File: src/hdl/dsw_consts.svh
// Constants for the serial DAC write port
`ifndef DSW_CONSTS_SVH
`define DSW_CONSTS_SVH
`define DSW_FRAME_BITS   16
`define DSW_CNT_W        5
`define DSW_MODE_HI      13
`define DSW_MODE_LO      12
`define DSW_DATA_HI      11
`define DSW_DATA_LO      4
`define DSW_DATA_RST     8'h00
`define DSW_MODE_RST     2'h0
`endif

File: src/hdl/dsw_pkg.sv
// Types for the serial DAC write port
`default_nettype none
package dsw_pkg;
    typedef enum logic [1:0] {
        DSW_NORMAL    = 2'h0,
        DSW_PD_MODE_1 = 2'h1,
        DSW_PD_MODE_2 = 2'h2,
        DSW_PD_MODE_3 = 2'h3
    } dsw_mode_type;
    typedef enum logic [1:0] {
        DSW_IDLE  = 2'h0,
        DSW_SHIFT = 2'h1,
        DSW_DONE  = 2'h3
    } dsw_state_type;
endpackage
`default_nettype wire

File: src/hdl/dsw_sync_if.sv
// Interface carrying synchronised link pins and their edges
`timescale 1ns/100ps
`default_nettype none
interface dsw_sync_if;
    logic sclk_fall;
    logic frame_low;
    logic frame_fall;
    logic frame_rise;
    logic data;
    modport src (output sclk_fall, frame_low, frame_fall, frame_rise, data);
    modport dst (input sclk_fall, frame_low, frame_fall, frame_rise, data);
endinterface
`default_nettype wire

File: src/hdl/dsw_pin_sync.sv
// Two-flop synchronisers and edge detection for the serial pins
`timescale 1ns/100ps
`default_nettype none
module dsw_pin_sync (
    input  wire logic sys_clk,
    input  wire logic rstn,
    input  wire logic sclk,
    input  wire logic sync_n,
    input  wire logic din,
    dsw_sync_if.src   pins
);
    logic [2:0] meta;
    logic [2:0] stable;
    logic [2:0] last;
    logic [2:0] next_meta;
    logic [2:0] next_stable;
    logic [2:0] next_last;

    always_comb begin
        next_meta   = {sclk, sync_n, din};
        next_stable = meta;
        next_last   = stable;
    end

    // Idle pin levels: clock high, frame select high
    always_ff @(posedge sys_clk or negedge rstn) begin
        if (!rstn) begin
            meta   <= 3'h6;
            stable <= 3'h6;
            last   <= 3'h6;
        end else begin
            meta   <= next_meta;
            stable <= next_stable;
            last   <= next_last;
        end
    end

    assign pins.sclk_fall  = last[2] & ~stable[2];
    assign pins.frame_low  = ~stable[1];
    assign pins.frame_fall = last[1] & ~stable[1];
    assign pins.frame_rise = ~last[1] & stable[1];
    assign pins.data       = stable[0];
endmodule
`default_nettype wire

File: src/hdl/dsw_port.sv
// Serial write port of an 8-bit DAC: shift register, update and abort
//
// Summary of operation
// - Sixteen-bit input shift register takes every frame
// - Data sampled on the first sixteen falling serial clock edges of a frame
// - Active-low frame select enables shifting while low
// - Sixteenth falling edge loads DAC register and mode
// - Early frame select rise aborts, no update
// - Layout: two ignored, two mode, eight data, four ignored
// - Mode bits pick normal or three power-downs
// - Abort clears shift register, keeps data and mode
`timescale 1ns/100ps
`default_nettype none
`include "dsw_consts.svh"
module dsw_port #(
    parameter int FRAME_BITS = `DSW_FRAME_BITS
) (
    input  wire logic            sys_clk,
    input  wire logic            rstn,
    input  wire logic            sclk,
    input  wire logic            sync_n,
    input  wire logic            din,
    output var  logic [7:0]      dac_code,
    output var  dsw_pkg::dsw_mode_type op_mode,
    output var  logic            update,
    output var  logic            abort,
    output var  logic            busy
);
    dsw_sync_if pins ();

    dsw_pin_sync u_sync (
        .sys_clk (sys_clk),
        .rstn    (rstn),
        .sclk    (sclk),
        .sync_n  (sync_n),
        .din     (din),
        .pins    (pins)
    );

    localparam int CNT_W   = `DSW_CNT_W;
    // Field positions in the frame
    localparam int DATA_HI = `DSW_DATA_HI;
    localparam int DATA_LO = `DSW_DATA_LO;
    localparam int MODE_HI = `DSW_MODE_HI;
    localparam int MODE_LO = `DSW_MODE_LO;
    // Count value while the last bit of a frame is due
    localparam logic [CNT_W-1:0] LAST_BIT = CNT_W'(FRAME_BITS - 1);

    // Sequencer, shift register and the next values of the outputs
    dsw_pkg::dsw_state_type   state;
    dsw_pkg::dsw_state_type   next_state;
    logic [FRAME_BITS-1:0]    shreg;
    logic [FRAME_BITS-1:0]    next_shreg;
    logic [CNT_W-1:0]         count;
    logic [CNT_W-1:0]         next_count;
    logic [7:0]               next_dac_code;
    dsw_pkg::dsw_mode_type    next_op_mode;
    logic                     next_update;
    logic                     next_abort;
    logic                     next_busy;
    logic                     frame_start;
    logic                     frame_cut;
    logic                     bit_strobe;
    logic                     last_bit;
    logic                     frame_done;

    // Shift one bit in at the bottom: the first bit sent ends at the top
    function automatic logic [FRAME_BITS-1:0] shift_in(
        input logic [FRAME_BITS-1:0] frame,
        input logic                  bit_in
    );
        shift_in = {frame[FRAME_BITS-2:0], bit_in};
    endfunction

    // Data field of a full frame
    function automatic logic [7:0] frame_data(
        input logic [FRAME_BITS-1:0] frame
    );
        frame_data = frame[DATA_HI:DATA_LO];
    endfunction

    // Mode field of a full frame
    function automatic dsw_pkg::dsw_mode_type frame_mode(
        input logic [FRAME_BITS-1:0] frame
    );
        frame_mode = dsw_pkg::dsw_mode_type'(frame[MODE_HI:MODE_LO]);
    endfunction

    // Events of the current cycle, decoded once for all groups
    always_comb begin
        frame_start = (state == dsw_pkg::DSW_IDLE) && pins.frame_fall;
        // A rise seen together with the last clock edge still counts as a cut
        frame_cut   = (state == dsw_pkg::DSW_SHIFT)
                      && (pins.frame_rise || !pins.frame_low);
        // Clock edges outside the shifting state are refused
        bit_strobe  = (state == dsw_pkg::DSW_SHIFT)
                      && !frame_cut && pins.sclk_fall;
        last_bit    = (count == LAST_BIT);
        frame_done  = bit_strobe && last_bit;
    end

    // Frame sequencer: idle, shifting, and done waiting for frame select high
    always_comb begin
        next_state = state;
        next_count = count;
        case (state)
            dsw_pkg::DSW_IDLE: begin
                // A new frame only starts on a falling frame select
                if (frame_start) begin
                    next_state = dsw_pkg::DSW_SHIFT;
                    next_count = '0;
                end
            end
            dsw_pkg::DSW_SHIFT: begin
                if (frame_cut) begin
                    next_state = dsw_pkg::DSW_IDLE;
                    next_count = '0;
                end else if (bit_strobe) begin
                    next_count = count + CNT_W'(1);
                    if (last_bit) begin
                        next_state = dsw_pkg::DSW_DONE;
                    end
                end
            end
            dsw_pkg::DSW_DONE: begin
                // Frame select may stay low here; further clocks are ignored
                if (!pins.frame_low) begin
                    next_state = dsw_pkg::DSW_IDLE;
                    next_count = '0;
                end
            end
            default: begin
                next_state = dsw_pkg::DSW_IDLE;
                next_count = '0;
            end
        endcase
    end

    always_ff @(posedge sys_clk or negedge rstn) begin
        if (!rstn) begin
            state <= dsw_pkg::DSW_IDLE;
            count <= '0;
        end else begin
            state <= next_state;
            count <= next_count;
        end
    end

    // Clearing at the start too keeps a stale partial frame from leaking in
    always_comb begin
        next_shreg = shreg;
        if (frame_start) begin
            next_shreg = '0;
        end else if (frame_cut) begin
            next_shreg = '0;
        end else if (bit_strobe) begin
            next_shreg = shift_in(shreg, pins.data);
        end
    end

    always_ff @(posedge sys_clk or negedge rstn) begin
        if (!rstn) begin
            shreg <= '0;
        end else begin
            shreg <= next_shreg;
        end
    end

    // The last bit is merged here, as it is not in the shift register yet
    always_comb begin
        next_dac_code = dac_code;
        next_op_mode  = op_mode;
        if (frame_done) begin
            next_dac_code = frame_data(shift_in(shreg, pins.data));
            next_op_mode  = frame_mode(shift_in(shreg, pins.data));
        end
    end

    always_ff @(posedge sys_clk or negedge rstn) begin
        if (!rstn) begin
            dac_code <= `DSW_DATA_RST;
            op_mode  <= dsw_pkg::dsw_mode_type'(`DSW_MODE_RST);
        end else begin
            dac_code <= next_dac_code;
            op_mode  <= next_op_mode;
        end
    end

    // One-cycle pulses that report how each frame ended
    always_comb begin
        next_update = frame_done;
        next_abort  = frame_cut;
    end

    always_ff @(posedge sys_clk or negedge rstn) begin
        if (!rstn) begin
            update <= 1'b0;
            abort  <= 1'b0;
        end else begin
            update <= next_update;
            abort  <= next_abort;
        end
    end

    // Busy follows the sequencer into and out of the shifting state
    always_comb begin
        next_busy = (next_state == dsw_pkg::DSW_SHIFT);
    end

    always_ff @(posedge sys_clk or negedge rstn) begin
        if (!rstn) begin
            busy <= 1'b0;
        end else begin
            busy <= next_busy;
        end
    end
endmodule
`default_nettype wire

File: config.mk
export PLATFORM = sky130hd
export DESIGN_NAME = dsw_port
export DESIGN_NICKNAME = d
export VERILOG_FILES = /design/src/hdl/dsw_pkg.sv /design/src/hdl/dsw_sync_if.sv /design/src/hdl/dsw_pin_sync.sv /design/src/hdl/dsw_port.sv
export VERILOG_INCLUDE_DIRS = /design/src /design/src/hdl
export SDC_FILE = /design/constraint.sdc
export NUM_CORES = 1
export LEC_CHECK = 0
export BUFFER_PORTS_ARGS = -buffer_cell sky130_fd_sc_hd__buf_4
export CAP_MARGIN = 10
export CORE_MARGIN = 2
export CORE_UTILIZATION = 45
export DETAILED_ROUTE_END_ITERATION = 10
export GPL_TIMING_DRIVEN = 0
export HOLD_SLACK_MARGIN = 0.08
export PLACE_DENSITY = 0.66
export SETUP_SLACK_MARGIN = 0.1
export SYNTH_ARGS = -nofsm -noshare
export SYNTH_HDL_FRONTEND = slang
export SYNTH_SLANG_ARGS = --single-unit
export TNS_END_PERCENT = 5
File: constraint.sdc
create_clock -name sys_clk -period 2.5 [get_ports sys_clk]
set_input_delay 0.125 -clock sys_clk [delete_from_list [all_inputs] [get_ports sys_clk]]
set_output_delay 0.125 -clock sys_clk [all_outputs]
set_load 0.05 [all_outputs]
Yosys cells after proc, flatten, opt, wreduce, memory -nomap -nowiden
Cells that the tools add are included.
{"block": "classes", "n_eq_ne": 7, "mux": 14, "bitwise": 6, "reduce_logical": 10, "addsub": 1}
{"cell": "13-bit two-way mux", "n": 3}
{"cell": "5-bit two-way mux", "n": 4}
{"cell": "5-bit case mux with 3 select lines", "n": 1}
{"cell": "2-bit two-way mux", "n": 5}
{"cell": "2-bit case mux with 3 select lines", "n": 1}
{"cell": "5-bit by 1-bit adder with 5-bit output, second input constant", "n": 1}
{"cell": "5-bit by 4-bit equality test with 1-bit output, second input constant", "n": 1}
{"cell": "1-bit logical AND", "n": 5}
{"cell": "2-bit by 1-bit equality test with 1-bit output, second input constant", "n": 2}
{"cell": "1-bit AND", "n": 3}
{"cell": "3-bit != test, second input constant", "n": 1}
{"cell": "1-bit NOT", "n": 3}
{"cell": "3-bit AND reduction", "n": 1}
{"cell": "3-bit nonzero test", "n": 1}
{"cell": "2-bit equality test, second input constant", "n": 1}
{"cell": "2-bit logical NOT", "n": 1}
{"cell": "2-bit by 1-bit != test with 1-bit output, second input constant", "n": 1}
{"cell": "2-bit != test, second input constant", "n": 1}
{"cell": "1-bit logical NOT", "n": 1}
{"cell": "1-bit logical OR", "n": 1}
{"block": "totals", "word_cells": 49, "in_bits": 5, "out_inout_bits": 13, "ff_bits": 42}

Logic depth before layout (Yosys ltp)
{"block": "depth", "word_depth": 11, "depth_mapped": 7, "mapped_depth_nobuf": 6}

Modules after synthesis
From an unflattened synthesis, not the netlist that was laid out.
{"block": "unflattened", "cells_unflattened": 115, "area_unflattened_um2": 1629.1}
{"mod": "dsw_port", "cells_each": 103, "area_each_um2": 1396.3, "n_inst": 1, "seq_area_each_um2": 825.8}
{"mod": "dsw_pin_sync", "cells_each": 12, "area_each_um2": 232.7, "n_inst": 1, "seq_area_each_um2": 207.7}

Least setup slack after synthesis
No wires, ideal clock.
{"block": "synth_timing", "kind": "reg2reg", "start": "register count[0]", "end": "register dac_code[1]", "period_less_slack_ps": 1593, "arrival_ps": 1468, "n_path_buf": 1, "stages_incl_launch_ff": 7, "path_slack_ps": 907, "cell_sequence": "dfrtp_1 > ha_1 > and3_1 > ha_1 > nand3_2 > buf_6 > mux2_4"}
{"block": "synth_via", "elab_chain_len": 2}
{"item": "start, declared", "line": "dsw_port.sv:54", "source": "logic [CNT_W-1:0] count;"}
{"item": "start signal, assigned", "line": "dsw_port.sv:145", "source": "count <= next_count;"}
{"item": "5-bit by 4-bit equality test with 1-bit output", "line": "dsw_port.sv:98", "source": "last_bit = (count == LAST_BIT);"}
{"item": "1-bit logical AND", "line": "dsw_port.sv:99", "source": "frame_done = bit_strobe && last_bit;"}
{"item": "end signal, assigned", "line": "dsw_port.sv:181", "source": "dac_code <= `DSW_DATA_RST;"}
{"item": "end signal, assigned", "line": "dsw_port.sv:184", "source": "dac_code <= next_dac_code;"}
{"item": "end, declared", "line": "dsw_port.sv:23", "source": "output var logic [7:0] dac_code,"}
No other way between the ends.
A chain may end at the register's enable or synchronous reset.

Final worst setup path
{"block": "layout_timing", "start": "register count[0]", "end": "register dac_code[6]"}
Same word-level chain as after synthesis.

==> out/metrics.yaml <==
route:
  initialDrtViolationCount: 48
  via_per_inst: 5.21
  drc: 0
  routed-via-count: 954
  finalWirelength_um: 2580
  first_pass_iters: 4
  postRouteAntennaNets: 0
  routedWlPerCell_um: 14.1
synthesis:
  avgSynthCellArea_um2: 14.9
  ys.flop_type: "dfrtp_1"
  ys_warn_count: 0
  ys_types: 32
  ys_ff_latch: 41
  synthesis.area_um2: 1610
  postSynth.asyncResetShare: 1.00
  ys_seq_area_frac: 0.641
  synth_edf_count: 0
  synth_nets: 115
  synth_cells: 108
clock_tree:
  cts_tree: "yes"
  root_buffer: "clkbuf_4"
  cts.sinks: 41
  post_cts_buffers: 0
  cts_inserted_buffers: 5
  clock_latency_ns: 0.34
  clock_path_buffers: 2
  h-tree-depth: 2
  clk_pin_slew_ns: 0.12
die:
  std_cell_rows: 21
  die_y_um: 63.9
  die_w_um: 63.9
  core_um2: 3390
  die_area_um2: 4080
  ios: 18
  initial_core_util: 0.476
sta:
  tightest_slew_ns: 0.513
  slew_headroom: 0.658
  fin_setup_tns_ns: 0
  skew_ns: 0.00913
  rsz0062_at_grt: "no"
  hold_viol_final: 0
  slew_violations: 0
  min_period_over_period: 0.680
  finalSetupViolCount: 0
  fmax_mhz: 588
  hold_slack_ns: 0.285
  fin_crit_ns: 1.70
critical_path:
  crit_type: "reg2reg"
  slowest_delay_ns: 0.41
  crit_top_cell: "ha_1"
  crit_arrival_ns: 1.95
  crit_buf_inv: 1
  required_ns: 2.74
  crit_chain: "ha_1 -> and3_1 -> ha_1 -> nand3_2 -> buf_6 -> mux2_4"
  cp_top_family: "flip-flops"
  worst_setup_path_end_kind: "flip-flop"
  crit_fanout: 10
  start_kind: "flip-flop"
  cp_slowest_cell: "dfrtp_1"
layout:
  diodes: 0
  final_nets: 143
  fill_cells: 285
  final_area_um2: 1890
  layoutNonFillerInstCount: 183
  area_delta_synth_final_pct: 17.4
  layout_common_cells: "dfrtp_1, buf_4, a22o_1"
  layout_commonest_cell: "dfrtp_1"
  multiInputGateArea_um2: 502
  seqCellArea_um2: 1030
  drive_gt1_frac: 0.358
placement:
  placedCellCount: 171
  io_buffer_count: 17
  gp_congestion: 0.814
  hpwl_um: 1670
  placed_area_um2: 1800
power:
  powerDensity_nw_per_um2: 564
  peakVddDrop_mv: 0.274
  fin_total_pwr_mw: 1.07
  p_leak_nw: 0.964
min_path:
  hp-class: "in2async"
global_route:
  antenna_found_initial: 0
  grt_overflow: 0
  grt_pass1_wl_um: 4460
  grt_pass1_vias: 948
  grt_max_degree: 42
  grt_usage: 0.145
outcome:
  outcome: "completed"
flow_run:
  max-cap-violations: 0
-- synthesized netlist by cell type (3+ instances only) --
cell type  instances  area, um2
dfstp_2            6        158
dfrtp_1           35        876
inv_1              6       22.5
and3_1             3       18.8
mux2_4             8        120
a22o_1            15        131
buf_6              3       33.8
-- stage by stage --
step,setup WS [ns],utilization
after floorplan,0.907,-
after global placement,0.805,0.530
after detailed placement,0.791,0.530
after CTS,0.771,0.559
after global routing,0.716,0.559
final,0.799,0.559
-- registers in the layout, summed over array words and instances (netlist names) --
signal / count
abort: 1
count: 5
u_sync.last: 2
state: 2
u_sync.meta: 3
shreg: 13
op_mode: 2
dac_code: 8
busy: 1
u_sync.next_last: 3
update: 1
-- kinds of logic after synthesis --
family / synth area share
flops: 0.641
compound gates: 0.113
simple gates: 0.0815
buf+inv: 0.0481
mux: 0.0954
fa+ha+maj: 0.0155
xor+xnor: 0.00543
-- timing repair --
action | in CTS | in global routing
hold buffers | 4 | 0
hold endpoints to repair | 38 | 0
resized for setup | 0 | 0
-- worst paths after layout --
kind / from / to / slack (ns) / cells past startpoint
max in group asynchronous: rstn / u_sync.next_last[2]$_DFF_PN1_ / 1.84 / 2
min in group sys_clk: u_sync.meta[1]$_DFF_PN1_ / u_sync.next_last[1]$_DFF_PN1_ / 0.35 / 0
worst max register to register: count[0]$_DFFE_PN0P_ / dac_code[6]$_DFFE_PN0P_ / 0.80 / 6
worst min-delay path: rstn / update$_DFF_PN0_ / 0.28 / 2
worst min register to register: u_sync.meta[1]$_DFF_PN1_ / u_sync.next_last[1]$_DFF_PN1_ / 0.35 / 0
worst max-delay path: count[0]$_DFFE_PN0P_ / dac_code[6]$_DFFE_PN0P_ / 0.80 / 6
-- worst reg2reg max path: stages (launching register included) --
cell     delay (ns)
dfrtp_1        0.41
ha_1           0.22
and3_1         0.19
ha_1           0.18
nand3_2        0.11
buf_6          0.18
mux2_4         0.31
-- layout make-up --
type                            count  share of cell area
Multi-Input combinational cell     54               0.265
Inverter                            7              0.0139
Clock inverter                      3             0.00925
Timing Repair Buffer               21              0.0886
Tap cell                           46              0.0304
Sequential cell                    41               0.546
Buffer                              6              0.0271
Clock buffer                        5              0.0198
-- where the power goes --
part,total (mW),internal (mW),switching (mW)
sequential,0.686,0.679,0.00697
combinational,0.0644,0.0233,0.0411
clock,0.318,0.106,0.212
-- layer usage --
metal	share of wire	wire [um]	GRT usage	vias up
li1	-	-	-	448
met1	0.49	1270	0.192	475
met2	0.45	1160	0.216	25
met3	0.046	119	0.0546	6
met4	0.0097	25	0.0571	0
met5	0	0	0	-
Power figures use the tool's default switching activity.
